[config.mk]
export PLATFORM = sky130hd
export DESIGN_NAME = hsc_port
export DESIGN_NICKNAME = d
export VERILOG_FILES = /design/src/rtl/hsc_pkg.sv /design/src/rtl/hsc_fifo.sv /design/src/rtl/hsc_port.sv
export SDC_FILE = /design/constraint.sdc
export NUM_CORES = 2
export LEC_CHECK = 0
export ABC_AREA = 1
export BUFFER_PORTS_ARGS = -buffer_cell sky130_fd_sc_hd__buf_2
export CAP_MARGIN = 20
export CORE_MARGIN = 4
export CORE_UTILIZATION = 40
export CTS_CLUSTER_DIAMETER = 40
export DETAILED_ROUTE_END_ITERATION = 6
export GPL_TIMING_DRIVEN = 0
export PLACE_DENSITY = 0.71
export SLEW_MARGIN = 20
export SYNTH_ARGS = -nofsm -noshare
export SYNTH_HDL_FRONTEND = slang
export SYNTH_HIERARCHICAL = 1
export SYNTH_SLANG_ARGS = --single-unit
[constraint.sdc]
create_clock -name clk -period 3.8 [get_ports clk]
set_input_delay 0 -clock clk [delete_from_list [all_inputs] [get_ports clk]]
set_output_delay 0 -clock clk [all_outputs]
set_load 0.02 [all_outputs]
[src/rtl/hsc_pkg.sv]
// Constants and types for the high-speed capture port
`default_nettype none

package hsc_pkg;

    // System clock and port clock rates
    localparam int CLK_HZ = 25_000_000;
    localparam int FAST_HZ = 8_000_000;
    localparam int SLOW_HZ = 4_000_000;
    // Half periods rounded up, never above the rate
    localparam logic [3:0] HALF_FAST = 4'((CLK_HZ + 2 * FAST_HZ - 1) / (2 * FAST_HZ));
    localparam logic [3:0] HALF_SLOW = 4'((CLK_HZ + 2 * SLOW_HZ - 1) / (2 * SLOW_HZ));

    // Framing
    localparam logic [5:0] WORD_BITS = 6'h20;
    localparam logic [5:0] SMALL_PKG_BITS = 6'h08;
    localparam logic [2:0] GAP_CYCLES = 3'h7;
    localparam int FIFO_DEPTH = 8;
    localparam int NUM_WORDS = 16;
    localparam logic [3:0] LAST_WORD = 4'hF;

    // Word spans of each content selection
    localparam logic [4:0] ALL_FIRST = 5'h00;
    localparam logic [4:0] ALL_COUNT = 5'h10;
    localparam logic [4:0] WAVE_FIRST = 5'h00;
    localparam logic [4:0] WAVE_COUNT = 5'h07;
    localparam logic [4:0] POWER_FIRST = 5'h07;
    localparam logic [4:0] POWER_COUNT = 5'h09;

    // Register indices; byte address is four times the index
    localparam int ADDR_W = 18;
    localparam logic [15:0] CFG_IDX = 16'hE706;
    localparam logic [15:0] CTRL_IDX = 16'hE708;
    localparam logic [15:0] STAT_IDX = 16'hE709;

    // Reset values and field positions
    localparam logic [7:0] CFG_RESET = 8'h00;
    localparam logic [7:0] CTRL_RESET = 8'h00;
    localparam int CTRL_ENABLE_BIT = 0;
    localparam int STAT_BUSY_BIT = 0;
    localparam int STAT_DROP_BIT = 1;
    localparam int STAT_LEVEL_LSB = 4;

    localparam logic [1:0] RESP_OKAY = 2'h0;
    localparam logic [1:0] RESP_SLVERR = 2'h2;

    typedef enum logic [1:0] {
        XFER_ALL = 2'b00,
        XFER_WAVES = 2'b01,
        XFER_POWERS = 2'b10,
        XFER_RESERVED = 2'b11
    } hsc_xfer_e;

    typedef enum logic [1:0] {
        ST_IDLE = 2'b00,
        ST_SHIFT = 2'b01,
        ST_GAP = 2'b10
    } hsc_state_e;

    typedef enum logic [1:0] {
        SEL_NONE = 2'b00,
        SEL_CFG = 2'b01,
        SEL_CTRL = 2'b10,
        SEL_STAT = 2'b11
    } hsc_sel_e;

    // Port configuration register, bit 0 first from the bottom
    typedef struct packed {
        logic [1:0] reserved;
        logic frame_select_polarity;
        hsc_xfer_e transfer_content_select;
        logic package_gap_enable;
        logic package_size_select;
        logic clock_rate_select;
    } hsc_cfg_s;

    // One set of values from the metering core, in transmit order
    typedef struct packed {
        logic [31:0] phase_a_current_sample;
        logic [31:0] phase_a_voltage_sample;
        logic [31:0] phase_b_current_sample;
        logic [31:0] phase_b_voltage_sample;
        logic [31:0] phase_c_current_sample;
        logic [31:0] phase_c_voltage_sample;
        logic [31:0] neutral_current_sample;
        logic [31:0] phase_a_apparent_power;
        logic [31:0] phase_b_apparent_power;
        logic [31:0] phase_c_apparent_power;
        logic [31:0] phase_a_total_active_power;
        logic [31:0] phase_b_total_active_power;
        logic [31:0] phase_c_total_active_power;
        logic [31:0] phase_a_fundamental_reactive_power;
        logic [31:0] phase_b_fundamental_reactive_power;
        logic [31:0] phase_c_fundamental_reactive_power;
    } hsc_samples_s;

    // Port pins
    typedef struct packed {
        logic clk;
        logic data;
        logic frame;
    } hsc_pins_s;

endpackage

`default_nettype wire

[src/rtl/hsc_fifo.sv]
// Word FIFO between the sample loader and the serialiser
`timescale 1ns/1ns
`default_nettype none

module hsc_fifo #(
    parameter int WIDTH = 32,
    parameter int DEPTH = 8
) (
    // Clock and reset
    input wire logic clk,
    input wire logic rst,
    // Fill side
    input wire logic in_valid,
    output logic in_ready,
    input wire logic [WIDTH-1:0] in_data,
    // Drain side
    output logic out_valid,
    input wire logic out_ready,
    output logic [WIDTH-1:0] out_data,
    // Fill level
    output logic [$clog2(DEPTH+1)-1:0] level
);
    localparam int PW = $clog2(DEPTH);
    localparam int CW = $clog2(DEPTH + 1);
    localparam logic [CW-1:0] FULL = CW'(DEPTH);

    logic [WIDTH-1:0] mem_q [DEPTH];
    logic [PW-1:0] wr_q;
    logic [PW-1:0] rd_q;
    logic [CW-1:0] cnt_q;
    logic push;
    logic pop;

    assign in_ready = cnt_q != FULL;
    assign out_valid = cnt_q != '0;
    assign out_data = mem_q[rd_q];
    assign level = cnt_q;
    assign push = in_valid && in_ready;
    assign pop = out_valid && out_ready;

    // Pointers wrap naturally; depth is a power of two
    always_ff @(posedge clk) begin
        if (rst) begin
            wr_q <= '0;
            rd_q <= '0;
        end else begin
            if (push) begin
                wr_q <= wr_q + PW'(1);
            end
            if (pop) begin
                rd_q <= rd_q + PW'(1);
            end
        end
    end

    always_ff @(posedge clk) begin
        if (rst) begin
            cnt_q <= '0;
        end else if (push && !pop) begin
            cnt_q <= cnt_q + CW'(1);
        end else if (pop && !push) begin
            cnt_q <= cnt_q - CW'(1);
        end
    end

    always_ff @(posedge clk) begin
        if (push) begin
            mem_q[wr_q] <= in_data;
        end
    end

endmodule

`default_nettype wire

[src/rtl/hsc_port.sv]
// High-speed capture port: registers, sample loader and serial framer
//
// Implementation choice: the AXI4-Lite slave port.
`timescale 1ns/1ns
`default_nettype none

// Operation
// - Size bit 0: each value goes as one 32-bit package, MSB first.
// - Size bit 1: each value splits into four 8-bit packages, MSB first.
// - Gap bit 0: packages follow back to back without idle clocks.
// - Gap bit 1: seven idle port clock cycles between successive packages.
// - Selector 00: all sixteen words, samples then apparent, active, reactive powers.
// - Selector 01: seven waveform samples only, neutral current last.
// - Selector 10: nine power values only, apparent then active then reactive.
// - Selector 11 behaves exactly like the sixteen-word selection.
// - Polarity bit 0: frame select pin is active low.
// - Polarity bit 1: frame select pin is active high.
// - Config bits 7:6 reset to zero and steer nothing.
module hsc_port
    import hsc_pkg::*;
(
    // Clock and reset
    input wire logic clk,
    input wire logic rst,
    // AXI4-Lite write address
    input wire logic [ADDR_W-1:0] s_axi_awaddr,
    input wire logic s_axi_awvalid,
    output logic s_axi_awready,
    // AXI4-Lite write data
    input wire logic [31:0] s_axi_wdata,
    input wire logic [3:0] s_axi_wstrb,
    input wire logic s_axi_wvalid,
    output logic s_axi_wready,
    // AXI4-Lite write response
    output logic [1:0] s_axi_bresp,
    output logic s_axi_bvalid,
    input wire logic s_axi_bready,
    // AXI4-Lite read address
    input wire logic [ADDR_W-1:0] s_axi_araddr,
    input wire logic s_axi_arvalid,
    output logic s_axi_arready,
    // AXI4-Lite read data
    output logic [31:0] s_axi_rdata,
    output logic [1:0] s_axi_rresp,
    output logic s_axi_rvalid,
    input wire logic s_axi_rready,
    // Values from the metering core
    input wire hsc_samples_s sample_set,
    input wire logic sample_valid,
    output logic sample_ready,
    // Port pins
    output logic stream_clock_pin,
    output logic stream_data_pin,
    output logic frame_select_pin
);

    // Register decode shared by reads and writes
    function automatic hsc_sel_e reg_select(input logic [ADDR_W-1:0] addr);
        hsc_sel_e sel;
        sel = SEL_NONE;
        if (addr[ADDR_W-1:2] == CFG_IDX) begin
            sel = SEL_CFG;
        end else if (addr[ADDR_W-1:2] == CTRL_IDX) begin
            sel = SEL_CTRL;
        end else if (addr[ADDR_W-1:2] == STAT_IDX) begin
            sel = SEL_STAT;
        end
        return sel;
    endfunction

    // First word and word count of a content selection
    function automatic logic [9:0] content_span(input hsc_xfer_e xfer);
        logic [9:0] span;
        case (xfer)
            XFER_WAVES: begin
                span = {WAVE_FIRST, WAVE_COUNT};
            end
            XFER_POWERS: begin
                span = {POWER_FIRST, POWER_COUNT};
            end
            XFER_ALL: begin
                span = {ALL_FIRST, ALL_COUNT};
            end
            default: begin
                span = {ALL_FIRST, ALL_COUNT};
            end
        endcase
        return span;
    endfunction

    // Registers
    hsc_cfg_s cfg_q;
    logic [7:0] ctrl_q;
    logic drop_q;
    logic enable;

    // Bus slave state
    logic aw_held_q;
    logic [ADDR_W-1:0] aw_addr_q;
    logic w_held_q;
    logic [31:0] w_data_q;
    logic [3:0] w_strb_q;
    logic bvalid_q;
    logic [1:0] bresp_q;
    logic rvalid_q;
    logic [31:0] rdata_q;
    logic [1:0] rresp_q;
    logic do_write;
    logic do_read;
    hsc_sel_e wr_sel;
    hsc_sel_e rd_sel;
    logic [31:0] rd_word;

    // Loader state
    logic ld_busy_q;
    hsc_samples_s snap_q;
    logic [4:0] ld_idx_q;
    logic [4:0] ld_end_q;
    logic [9:0] span;
    logic [3:0] word_pos;
    logic capture;
    logic drop_set;

    // FIFO
    logic fifo_in_ready;
    logic fifo_out_valid;
    logic fifo_out_ready;
    logic [31:0] fifo_out_data;
    logic [3:0] fifo_level;

    // Serialiser state
    hsc_state_e st_q;
    hsc_state_e st_d;
    logic [3:0] hp_q;
    logic [3:0] half;
    logic sclk_q;
    logic tick;
    logic rise;
    logic fall;
    logic [31:0] shift_q;
    logic [5:0] left_q;
    logic [5:0] sent_q;
    logic [5:0] pkg_len;
    logic [2:0] gap_q;
    logic lat_rate_q;
    logic lat_size_q;
    logic lat_gap_q;
    logic load;
    logic shift_en;
    logic pkg_clr;
    logic frame_active;
    logic busy;
    hsc_pins_s pins_q;

    assign enable = ctrl_q[CTRL_ENABLE_BIT];

    // Bus handshakes
    assign s_axi_awready = !aw_held_q;
    assign s_axi_wready = !w_held_q;
    assign s_axi_bvalid = bvalid_q;
    assign s_axi_bresp = bresp_q;
    assign s_axi_arready = !rvalid_q;
    assign s_axi_rvalid = rvalid_q;
    assign s_axi_rdata = rdata_q;
    assign s_axi_rresp = rresp_q;
    assign do_write = aw_held_q && w_held_q && !bvalid_q;
    assign do_read = s_axi_arvalid && !rvalid_q;
    assign wr_sel = reg_select(aw_addr_q);
    assign rd_sel = reg_select(s_axi_araddr);

    // Address and data may arrive in either order
    always_ff @(posedge clk) begin
        if (rst) begin
            aw_held_q <= 1'b0;
            aw_addr_q <= '0;
        end else if (s_axi_awvalid && !aw_held_q) begin
            aw_held_q <= 1'b1;
            aw_addr_q <= s_axi_awaddr;
        end else if (do_write) begin
            aw_held_q <= 1'b0;
        end
    end

    always_ff @(posedge clk) begin
        if (rst) begin
            w_held_q <= 1'b0;
            w_data_q <= '0;
            w_strb_q <= '0;
        end else if (s_axi_wvalid && !w_held_q) begin
            w_held_q <= 1'b1;
            w_data_q <= s_axi_wdata;
            w_strb_q <= s_axi_wstrb;
        end else if (do_write) begin
            w_held_q <= 1'b0;
        end
    end

    always_ff @(posedge clk) begin
        if (rst) begin
            bvalid_q <= 1'b0;
            bresp_q <= RESP_OKAY;
        end else if (do_write) begin
            bvalid_q <= 1'b1;
            bresp_q <= (wr_sel == SEL_NONE) ? RESP_SLVERR : RESP_OKAY;
        end else if (s_axi_bready) begin
            bvalid_q <= 1'b0;
        end
    end

    // Only the low byte lane holds register bits
    always_ff @(posedge clk) begin
        if (rst) begin
            cfg_q <= hsc_cfg_s'(CFG_RESET);
            ctrl_q <= CTRL_RESET;
        end else if (do_write && w_strb_q[0]) begin
            if (wr_sel == SEL_CFG) begin
                cfg_q <= hsc_cfg_s'(w_data_q[7:0]);
            end
            if (wr_sel == SEL_CTRL) begin
                ctrl_q <= w_data_q[7:0];
            end
        end
    end

    // New drop wins over a clear
    always_ff @(posedge clk) begin
        if (rst) begin
            drop_q <= 1'b0;
        end else begin
            drop_q <= drop_set || (drop_q && !(do_write && w_strb_q[0]
                && wr_sel == SEL_STAT && w_data_q[STAT_DROP_BIT]));
        end
    end

    always_comb begin
        rd_word = '0;
        case (rd_sel)
            SEL_CFG: begin
                rd_word[7:0] = cfg_q;
            end
            SEL_CTRL: begin
                rd_word[7:0] = ctrl_q;
            end
            SEL_STAT: begin
                rd_word[STAT_BUSY_BIT] = busy;
                rd_word[STAT_DROP_BIT] = drop_q;
                rd_word[STAT_LEVEL_LSB +: 4] = fifo_level;
            end
            default: begin
                rd_word = '0;
            end
        endcase
    end

    always_ff @(posedge clk) begin
        if (rst) begin
            rvalid_q <= 1'b0;
            rdata_q <= '0;
            rresp_q <= RESP_OKAY;
        end else if (do_read) begin
            rvalid_q <= 1'b1;
            rdata_q <= rd_word;
            rresp_q <= (rd_sel == SEL_NONE) ? RESP_SLVERR : RESP_OKAY;
        end else if (s_axi_rready) begin
            rvalid_q <= 1'b0;
        end
    end

    // Loader: snapshot one value set, push the selected words in order
    assign sample_ready = enable && !ld_busy_q;
    assign capture = sample_valid && sample_ready;
    assign drop_set = sample_valid && !sample_ready;
    assign span = content_span(cfg_q.transfer_content_select);
    assign word_pos = LAST_WORD - ld_idx_q[3:0];

    always_ff @(posedge clk) begin
        if (rst) begin
            ld_busy_q <= 1'b0;
            ld_idx_q <= '0;
            ld_end_q <= '0;
        end else if (capture) begin
            ld_busy_q <= 1'b1;
            ld_idx_q <= span[9:5];
            ld_end_q <= span[9:5] + span[4:0];
        end else if (ld_busy_q && fifo_in_ready) begin
            ld_idx_q <= ld_idx_q + 5'h01;
            if (ld_idx_q + 5'h01 == ld_end_q) begin
                ld_busy_q <= 1'b0;
            end
        end
    end

    always_ff @(posedge clk) begin
        if (rst) begin
            snap_q <= '0;
        end else if (capture) begin
            snap_q <= sample_set;
        end
    end

    hsc_fifo #(
        .WIDTH(32),
        .DEPTH(FIFO_DEPTH)
    ) i_hsc_fifo (
        .clk(clk),
        .rst(rst),
        .in_valid(ld_busy_q),
        .in_ready(fifo_in_ready),
        .in_data(snap_q[{word_pos, 5'h00} +: 32]),
        .out_valid(fifo_out_valid),
        .out_ready(fifo_out_ready),
        .out_data(fifo_out_data),
        .level(fifo_level)
    );

    assign fifo_out_ready = load;
    assign busy = ld_busy_q || fifo_out_valid || (st_q != ST_IDLE);

    // Port clock divider, runs only outside the idle state
    assign half = lat_rate_q ? HALF_SLOW : HALF_FAST;
    assign tick = (st_q != ST_IDLE) && (hp_q == half - 4'h1);
    assign rise = tick && !sclk_q;
    assign fall = tick && sclk_q;

    always_ff @(posedge clk) begin
        if (rst || st_q == ST_IDLE || load) begin
            hp_q <= '0;
            sclk_q <= 1'b0;
        end else if (tick) begin
            hp_q <= '0;
            sclk_q <= !sclk_q;
        end else begin
            hp_q <= hp_q + 4'h1;
        end
    end

    assign pkg_len = lat_size_q ? SMALL_PKG_BITS : WORD_BITS;

    // Framing state machine; bits change on falling port clock edges
    always_comb begin
        st_d = st_q;
        load = 1'b0;
        shift_en = 1'b0;
        pkg_clr = 1'b0;
        case (st_q)
            ST_IDLE: begin
                if (enable && fifo_out_valid) begin
                    load = 1'b1;
                    st_d = ST_SHIFT;
                end
            end
            ST_SHIFT: begin
                if (fall && (left_q == '0 || sent_q == pkg_len)) begin
                    pkg_clr = 1'b1;
                    if (lat_gap_q) begin
                        st_d = ST_GAP;
                    end else if (left_q != '0) begin
                        shift_en = 1'b1;
                    end else if (enable && fifo_out_valid) begin
                        load = 1'b1;
                    end else begin
                        st_d = ST_IDLE;
                    end
                end else if (fall) begin
                    shift_en = 1'b1;
                end
            end
            ST_GAP: begin
                if (fall && gap_q == GAP_CYCLES) begin
                    st_d = ST_SHIFT;
                    if (left_q != '0) begin
                        shift_en = 1'b1;
                    end else if (enable && fifo_out_valid) begin
                        load = 1'b1;
                    end else begin
                        st_d = ST_IDLE;
                    end
                end
            end
            default: begin
                st_d = ST_IDLE;
            end
        endcase
    end

    always_ff @(posedge clk) begin
        if (rst) begin
            st_q <= ST_IDLE;
        end else begin
            st_q <= st_d;
        end
    end

    // Rate, size and gap settings are taken per word so a word never mixes them
    always_ff @(posedge clk) begin
        if (rst) begin
            lat_rate_q <= 1'b0;
            lat_size_q <= 1'b0;
            lat_gap_q <= 1'b0;
        end else if (load) begin
            lat_rate_q <= cfg_q.clock_rate_select;
            lat_size_q <= cfg_q.package_size_select;
            lat_gap_q <= cfg_q.package_gap_enable;
        end
    end

    // Shift register, MSB first
    always_ff @(posedge clk) begin
        if (rst) begin
            shift_q <= '0;
        end else if (load) begin
            shift_q <= fifo_out_data;
        end else if (shift_en) begin
            shift_q <= {shift_q[30:0], 1'b0};
        end
    end

    // Bits left in the word and bits sent in the package
    always_ff @(posedge clk) begin
        if (rst) begin
            left_q <= '0;
            sent_q <= '0;
        end else begin
            if (load) begin
                left_q <= WORD_BITS;
            end else if (rise && st_q == ST_SHIFT) begin
                left_q <= left_q - 6'h01;
            end
            if (load || pkg_clr) begin
                sent_q <= '0;
            end else if (rise && st_q == ST_SHIFT) begin
                sent_q <= sent_q + 6'h01;
            end
        end
    end

    // Idle port clock periods counted during a gap
    always_ff @(posedge clk) begin
        if (rst || st_q != ST_GAP) begin
            gap_q <= '0;
        end else if (rise) begin
            gap_q <= gap_q + 3'h1;
        end
    end

    // Pins registered; clock held low outside packages
    assign frame_active = st_q == ST_SHIFT;

    always_ff @(posedge clk) begin
        if (rst) begin
            pins_q <= '{clk: 1'b0, data: 1'b0, frame: 1'b1};
        end else begin
            pins_q.clk <= sclk_q && frame_active;
            pins_q.data <= shift_q[31] && frame_active;
            if (cfg_q.frame_select_polarity) begin
                pins_q.frame <= frame_active;
            end else begin
                pins_q.frame <= !frame_active;
            end
        end
    end

    assign stream_clock_pin = pins_q.clk;
    assign stream_data_pin = pins_q.data;
    assign frame_select_pin = pins_q.frame;

endmodule

`default_nettype wire

# Word level (Yosys, flattened, before mapping)
# Memories as Yosys holds them, arrays and structs flattened. A register that Yosys moved wholly into a read port is not among the register bits.
# Cells that the tools add are included.
dict set report totals {
  ram_bits 256
  wordCells 222
  n_memories 1
  register_bits 653
  latch_bits 0
  mem_bits_ro 0
}
dict set report classes {
  n_lt_le_gt_ge 0
  div 0
  mux 60
  eq_ne 27
  n_mul 0
  reduce_logical 67
  bitwise 0
  addsub 12
  shifts 1
}
# memory words word_bits rd rd_clocked_by_memory_dff write_ports line_no
set mem_list {}
lappend mem_list {i_hsc_fifo.mem_q 8 32 1 1 1 hsc_fifo.sv:27} ;# logic [WIDTH-1:0] mem_q [DEPTH];
# op n
set op_table {}
lappend op_table {{$shiftx A512 B10 Y32} 1}
lappend op_table {{$eq A16 B16 Y1 const B} 6}
lappend op_table {{$mux W32} 2}
lappend op_table {{$mux W2} 14}
lappend op_table {{$mux W1} 27}
lappend op_table {{$logic_and A1 B1 Y1} 25}
lappend op_table {{$reduce_bool A2 Y1} 10}
lappend op_table {{$mux W6} 3}
lappend op_table {{$pmux W8 S2} 1}
lappend op_table {{$eq A2 B2 Y1 const B} 6}
lappend op_table {{$pmux W2 S3} 2}
lappend op_table {{$pmux W4 S3} 1}
lappend op_table {{$logic_not A1 Y1} 11}
lappend op_table {{$mux W5} 2}
lappend op_table {{$add A3 B1 Y3 const B} 3}
lappend op_table {{$mux W3} 3}
lappend op_table {{$add A4 B1 Y4 const B} 2}
lappend op_table {{$eq A2 B1 Y1 const B} 4}
lappend op_table {{$logic_or A1 B1 Y1} 8}
lappend op_table {{$mux W4} 2}
lappend op_table {{$add A6 B1 Y6 const B} 1}
lappend op_table {{$eq A6 B6 Y1} 1}
lappend op_table {{$logic_not A2 Y1} 3}
lappend op_table {{$logic_not A6 Y1} 1}
lappend op_table {{other kinds (21)} 28}

# Depth between registers and ports, before layout
dict set report depth {
  depth_word 12
  depth_mapped 22
  depth_no_buf 21
}

# Modules after synthesis
# The synthesis kept the hierarchy.
# module n_inst area_per_inst_um2 cells_each
set by_module_without_submodules {}
lappend by_module_without_submodules {hsc_port 1 27814.2 3891}
lappend by_module_without_submodules {hsc_fifo 1 10694.0 878}

# Worst setup path before layout
# Ideal clock, no wire load.
dict set report synth_timing {
  path_kind {register to register}
  start {register st_q[0]}
  end {register i_hsc_fifo.cnt_q[3] (netlist: i_hsc_fifo/level[3])}
  setup_time_ns 0.109
  required_ns 3.691
  path_slack_ns 0.999
  path_buffers 1
  synth_period_minus_slack_ns 2.801
  stages_incl_launch_ff 23
  arrival_ns 2.692
  cell_sequence {dfxtp_1 -> inv_1 -> ha_1 -> inv_2 -> nand2_2 -> nor2_4 -> nand2_4 -> nor2_4 -> nand4_1 -> nand3_2 -> nand2_2 -> buf_6 -> clkinv_2 -> nand2_1 -> ha_1 -> inv_1 -> ha_1 -> a21oi_1 -> nand2_1 -> nand2_1 -> nand3_1 -> nand2_1 -> inv_1}
}
dict set report synth_between {
  elab_chain_len 10
  elab_cells_between_ends 17
  classes_between {2 x eq/ne; 4 x mux; 11 x reduce/logical}
}
# element line_no
set synth_lines {}
lappend synth_lines {{start, declared} hsc_port.sv:132} ;# hsc_state_e st_q;
lappend synth_lines {{start signal, assigned} hsc_port.sv:390} ;# st_q <= st_d;
lappend synth_lines {{$reduce_bool A2 Y1} hsc_port.sv:321} ;# assign tick = (st_q != ST_IDLE) && (hp_q == half - 4'h1);
lappend synth_lines {{$logic_and A1 B1 Y1} hsc_port.sv:321}
lappend synth_lines {{$logic_and A1 B1 Y1} hsc_port.sv:323} ;# assign fall = tick && sclk_q;
lappend synth_lines {{$logic_and A1 B1 Y1, on equally long branches} {hsc_port.sv:369, hsc_port.sv:353}}
lappend synth_lines {{$mux W1, on equally long branches} {hsc_port.sv:369, hsc_port.sv:353}}
lappend synth_lines {{$pmux W1 S3 (*)} hsc_port.sv:345} ;# case (st_q)
lappend synth_lines {{net fifo_out_ready} hsc_port.sv:127} ;# logic fifo_out_ready;
lappend synth_lines {{$logic_and A1 B1 Y1 (*)} hsc_fifo.sv:39} ;# assign pop = out_valid && out_ready;
lappend synth_lines {{$logic_not A1 Y1} hsc_fifo.sv:59} ;# end else if (push && !pop) begin
lappend synth_lines {{$logic_and A1 B1 Y1} hsc_fifo.sv:59}
lappend synth_lines {{$mux W4 or $reduce_bool A2 Y1 (tied branches)} n/a}
lappend synth_lines {{end signal, assigned} hsc_fifo.sv:60} ;# cnt_q <= cnt_q + CW'(1);
lappend synth_lines {{end signal, assigned} hsc_fifo.sv:62} ;# cnt_q <= cnt_q - CW'(1);
lappend synth_lines {{end, declared} hsc_fifo.sv:30} ;# logic [CW-1:0] cnt_q;
# The timed path passes the listed nets; every way through them passes the cells marked *.
# A chain may end at the register's enable or synchronous reset.

# Worst setup path after layout
dict set report layout_timing {
  start {register ld_idx_q[0]}
  end {memory i_hsc_fifo.mem_q[2][17] (data pin)}
}
dict set report layout_between {
  elab_chain_len 2
}
# element line_no
set layout_lines {}
lappend layout_lines {{start, declared} hsc_port.sv:117} ;# logic [4:0] ld_idx_q;
lappend layout_lines {{start signal, assigned} hsc_port.sv:283} ;# ld_idx_q <= span[9:5];
lappend layout_lines {{start signal, assigned} hsc_port.sv:286} ;# ld_idx_q <= ld_idx_q + 5'h01;
lappend layout_lines {{$sub A4 B4 Y4} hsc_port.sv:274} ;# assign word_pos = LAST_WORD - ld_idx_q[3:0];
lappend layout_lines {{$shiftx A512 B10 Y32} hsc_port.sv:309} ;# .in_data(snap_q[{word_pos, 5'h00} +: 32]),
lappend layout_lines {{end, declared} hsc_fifo.sv:27}
# No other way between the ends.

==> impl_metrics.sql <==
INSERT INTO impl_metrics (metric_group, metric, value, unit) VALUES
('status', 'status', 'finished, violations left', ''),
('status', 'failed_checks', 'design-rule violations', ''),
('critical_path', 'crit_start', 'ld_idx_q[0]', ''),
('clock_tree', 'post_cts_hold_fix_bufs', '577', ''),
('power_and_ir_drop', 'max-vdd-ir-drop', '0.421', 'mV'),
('synthesis', 'synth_mux_area_share', '0', '%'),
('cells_and_area', 'design.final.nets', '6685', ''),
('critical_path', 'crit-reg2reg-capture', 'i_hsc_fifo/mem_q[2][17]', ''),
('power_and_ir_drop', 'cellInternalPower', '0.0177', 'W'),
('synthesis', 'synth_edf_count', '256', ''),
('route', 'routed_via_density', '5.77', ''),
('route', 'route.detailed.wl_per_inst', '25.6', 'um'),
('timing', 'tightest_slew', '1360', 'ps'),
('timing', 'max_freq', '279', 'MHz'),
('global_routing', 'globalRoute.totalOverflow', '0', ''),
('global_routing', 'grt_usage', '36.0', '%'),
('route', 'vias_after_detailed_routing', '43092', ''),
('global_routing', 'wire_length_of_the_first_global_routing_pass', '270', 'mm'),
('synthesis', 'async_flop_share', '0', '%'),
('clock_tree', 'cts_repair_resize_count', '0', ''),
('power_and_ir_drop', 'switching_power', '0.00557', 'W'),
('power_and_ir_drop', 'clockPowerShare', '50.1', '%'),
('cells_and_area', 'area_delta_synth_final', '38.5', '%'),
('timing', 'final-setup-viol-count', '0', ''),
('placement', 'gp_congestion', '1.03', ''),
('power_and_ir_drop', 'p_seq_share', '42.8', '%'),
('power_and_ir_drop', 'pwr-share-comb', '7.1', '%'),
('clock_tree', 'post-cts-setup-buffers', '0', ''),
('clock_tree', 'tritoncts', 'built', ''),
('clock_tree', 'numCtsBuffers', '116', ''),
('placement', 'port_buffers', '579', ''),
('critical_path', 'worst_reg_to_reg_setup_slack', '220', 'ps'),
('critical_path', 'reg2reg_from', 'ld_idx_q[0]', ''),
('synthesis', 'post_synth.cell_area_avg', '8.07', 'um^2'),
('clock_tree', 'cts.reportedPaths.clkPinSlew', '60', 'ps'),
('critical_path', 'r2r_cells', '7', ''),
('timing', 'timing_max_transition_violations_final', '0', ''),
('synthesis', 'syn_inst', '4769', ''),
('synthesis', 'dominant_combinational_cell_family_by_area_after_synthesis', 'compound AO/OA/AOI/OAI gates', ''),
('hold_path', 'min-delay-path-class', 'primary input to register', ''),
('synthesis', 'post_synth_design_cell_area', '0.0385', 'mm^2'),
('clock_tree', 'h-tree-depth', '3', ''),
('timing', 'post-route-period-util', '94.2', '%'),
('critical_path', 'worst_ep_arrival_time', '3900', 'ps'),
('route', 'drt_first_pass_iters', '7', ''),
('timing', 'timing.final.hold_violations', '0', ''),
('die', 'floorplan.die_area', '0.101', 'mm^2'),
('synthesis', 'synth_adder_area_share', '0.572', '%'),
('synthesis', 'synthesized_area_fraction_occupied_by_ao_oa_aoi_and_oai_cells', '21.4', '%'),
('timing', 'timing.slew.headroom', '8.33', '%'),
('synthesis', 'seq_area_frac_synth', '53.7', '%'),
('timing', 'rsz0062_at_grt', 'false', ''),
('cells_and_area', 'post_route_cells_drive_above_1_share', '16.0', '%'),
('critical_path', 'critPathCaptureType', 'register', ''),
('route', 'drt_drc_violations_left', '2', ''),
('global_routing', 'grt_max_degree', '22', ''),
('die', 'die-width', '318', 'um'),
('clock_tree', 'clock_tree.buffer_depth', '3', ''),
('cells_and_area', 'num-fill-cells', '8253', ''),
('cells_and_area', 'final_core_utilization', '56.0', '%'),
('synthesis', 'yosys_warnings', '6', ''),
('synthesis', 'synthSimpleGateAreaFrac', '15.6', '%'),
('synthesis', 'post_synth_xor_area_fraction', '0.341', '%'),
('synthesis', 'yosysUniqueCellTypes', '47', ''),
('critical_path', 'critical_path_class', 'register to register', ''),
('critical_path', 'crit_end', 'i_hsc_fifo/mem_q[2][17]', ''),
('critical_path', 'cp-start-kind', 'register', ''),
('timing', 'period_needed', '3580', 'ps'),
('timing', 'skew', '73.4', 'ps'),
('die', 'placement_rows', '113', ''),
('clock_tree', 'worstSkewPairLatency', '710', 'ps');
## stage by stage
step | setup TNS, ps | setup slack, ps | hold slack (ps) | cell area (um^2)
2_1_floorplan | 0 | 999 | 69.1 | 38600
6_report | 0 | 222 | 109 | 53300
5_1_grt | 0 | 238 | 126 | 53300
3_3_place_gp | -17950 | -293 | 231 | 43100
4_1_cts | 0 | 506 | 87.8 | 53300
3_5_place_dp | 0 | 523 | 237 | 43400
## area by class of cell
| class | count | area (um^2) | share of cell area, % |
|---|---|---|---|
| flip-flops and latches | 905 | 20700 | 38.8 |
| multi-input cells | 3127 | 14800 | 27.7 |
| repair buffers | 1164 | 8890 | 16.7 |
| clock buffers | 139 | 3140 | 5.88 |
| plain buffers | 386 | 1820 | 3.40 |
| well taps | 1265 | 1580 | 2.97 |
| inverters | 376 | 1410 | 2.65 |
| clock inverters | 78 | 990 | 1.86 |
| diodes | 27 | 67.6 | 0.127 |
## worst max-delay path, cell delays in order, from the launching register on
cell                       delay (ps)
sky130_fd_sc_hd__dfxtp_1          730
sky130_fd_sc_hd__buf_2            380
sky130_fd_sc_hd__clkbuf_1         790
sky130_fd_sc_hd__a21oi_1          160
sky130_fd_sc_hd__o21ai_0          310
sky130_fd_sc_hd__nand3_1          240
sky130_fd_sc_hd__nand3_1          250
sky130_fd_sc_hd__nand2_1          320
## cell usage in the layout (no fill, tap or decap), types with 6 or more instances in the layout
cell type                         n
sky130_fd_sc_hd__nor2_4          11
sky130_fd_sc_hd__o21ai_1         70
sky130_fd_sc_hd__bufinv_16       15
sky130_fd_sc_hd__inv_2            6
sky130_fd_sc_hd__buf_4           37
sky130_fd_sc_hd__inv_6           15
sky130_fd_sc_hd__buf_6            9
sky130_fd_sc_hd__buf_2          668
sky130_fd_sc_hd__xor2_1          11
sky130_fd_sc_hd__clkinv_2        17
sky130_fd_sc_hd__inv_1          367
sky130_fd_sc_hd__a21oi_1        853
sky130_fd_sc_hd__nand2_1        787
sky130_fd_sc_hd__nor2_1         278
sky130_fd_sc_hd__nor3_1           6
sky130_fd_sc_hd__nand3_2         12
sky130_fd_sc_hd__o21ai_0        686
sky130_fd_sc_hd__clkinvlp_4       8
sky130_fd_sc_hd__clkbuf_16      120
sky130_fd_sc_hd__clkinv_4         9
sky130_fd_sc_hd__edfxtp_1       256
sky130_fd_sc_hd__conb_1          26
sky130_fd_sc_hd__clkbuf_2         8
sky130_fd_sc_hd__dfxtp_1        649
sky130_fd_sc_hd__nand3_1        310
sky130_fd_sc_hd__buf_16           7
sky130_fd_sc_hd__clkbuf_8         6
sky130_fd_sc_hd__a21oi_2          9
sky130_fd_sc_hd__dlygate4sd3_1  577
sky130_fd_sc_hd__clkbuf_1       223
sky130_fd_sc_hd__buf_1           29
sky130_fd_sc_hd__diode_2         27
sky130_fd_sc_hd__ha_1            16
sky130_fd_sc_hd__nand4_1         13
## power groups by stage
| stage | Combinational [W] | Sequential, W | Clock (W) |
|---|---|---|---|
| after floorplan | 0.000448 | 0.0101 | 0 |
| after global placement | 0.00103 | 0.0101 | 0 |
| after detailed placement | 0.00104 | 0.0101 | 0 |
| after CTS | 0.00151 | 0.00994 | 0.0116 |
| after global routing | 0.00172 | 0.00994 | 0.0121 |
| final | 0.00164 | 0.00994 | 0.0117 |
## kinds of logic after synthesis
| family | count (synthesis) |
|---|---|
| AO/OA/AOI/OAI | 1632 |
| AND/OR/NAND/NOR | 1437 |
| flip-flops | 905 |
| buffers and inverters | 762 |
| adder cells (fa/ha/maj) | 17 |
| XOR/XNOR | 15 |
| other | 1 |
## synth_stat cells (2+ instances only)
| master | count | area share (%) |
|---|---|---|
| sky130_fd_sc_hd__inv_2 | 6 | 0.058 |
| sky130_fd_sc_hd__o21ai_0 | 692 | 9.0 |
| sky130_fd_sc_hd__nor3b_1 | 2 | 0.039 |
| sky130_fd_sc_hd__clkbuf_1 | 213 | 2.1 |
| sky130_fd_sc_hd__ha_1 | 16 | 0.52 |
| sky130_fd_sc_hd__nand3_2 | 12 | 0.31 |
| sky130_fd_sc_hd__nor3_1 | 6 | 0.078 |
| sky130_fd_sc_hd__o211ai_1 | 4 | 0.078 |
| sky130_fd_sc_hd__xor2_1 | 11 | 0.25 |
| sky130_fd_sc_hd__buf_8 | 2 | 0.078 |
| sky130_fd_sc_hd__xnor2_1 | 4 | 0.091 |
| sky130_fd_sc_hd__nand2_1 | 787 | 7.7 |
| sky130_fd_sc_hd__a21oi_1 | 853 | 11 |
| sky130_fd_sc_hd__clkinv_1 | 2 | 0.020 |
| sky130_fd_sc_hd__o31ai_1 | 2 | 0.039 |
| sky130_fd_sc_hd__edfxtp_1 | 256 | 20 |
| sky130_fd_sc_hd__nand2_4 | 4 | 0.12 |
| sky130_fd_sc_hd__buf_4 | 37 | 0.72 |
| sky130_fd_sc_hd__buf_1 | 29 | 0.28 |
| sky130_fd_sc_hd__nand2_2 | 3 | 0.049 |
| sky130_fd_sc_hd__or2_2 | 3 | 0.049 |
| sky130_fd_sc_hd__nor3_2 | 2 | 0.052 |
| sky130_fd_sc_hd__dfxtp_1 | 649 | 34 |
| sky130_fd_sc_hd__nand3_1 | 310 | 4.0 |
| sky130_fd_sc_hd__o21ai_1 | 64 | 0.83 |
| sky130_fd_sc_hd__inv_1 | 367 | 3.6 |
| sky130_fd_sc_hd__nor2_4 | 3 | 0.088 |
| sky130_fd_sc_hd__nor4_1 | 3 | 0.049 |
| sky130_fd_sc_hd__clkbuf_2 | 6 | 0.078 |
| sky130_fd_sc_hd__a21oi_2 | 9 | 0.20 |
| sky130_fd_sc_hd__a221oi_1 | 3 | 0.068 |
| sky130_fd_sc_hd__buf_6 | 9 | 0.26 |
| sky130_fd_sc_hd__nand4_1 | 13 | 0.21 |
| sky130_fd_sc_hd__nor2_1 | 286 | 2.8 |
| sky130_fd_sc_hd__buf_2 | 89 | 1.2 |
## how the worst min path moves through the flow
| stage | start | to |
|---|---|---|
| after floorplan | rst | i_hsc_fifo/wr_q[2] |
| after global placement | s_axi_awaddr[12] | aw_addr_q[12] |
| after detailed placement | s_axi_awaddr[12] | aw_addr_q[12] |
| after CTS | sample_set[107] | snap_q[107] |
| after global routing | sample_set[107] | snap_q[107] |
| final | sample_set[368] | snap_q[368] |
## state kept, by name (all words and copies together), names as in the netlist, 8 cells and up, named ones only
name              count
snap_q              512
aw_addr_q            16
shift_q              32
ctrl_q                8
cfg_q                 8
w_data_q              8
i_hsc_fifo/mem_q    256
s_axi_rdata           8
## routing by layer
layer  track usage, %  wire, um
met5           0.0946        52
met4             28.4     18600
met3             11.0     25500
met2             53.4     80500
met1             43.5     66700
Power figures use the tool's default switching activity.
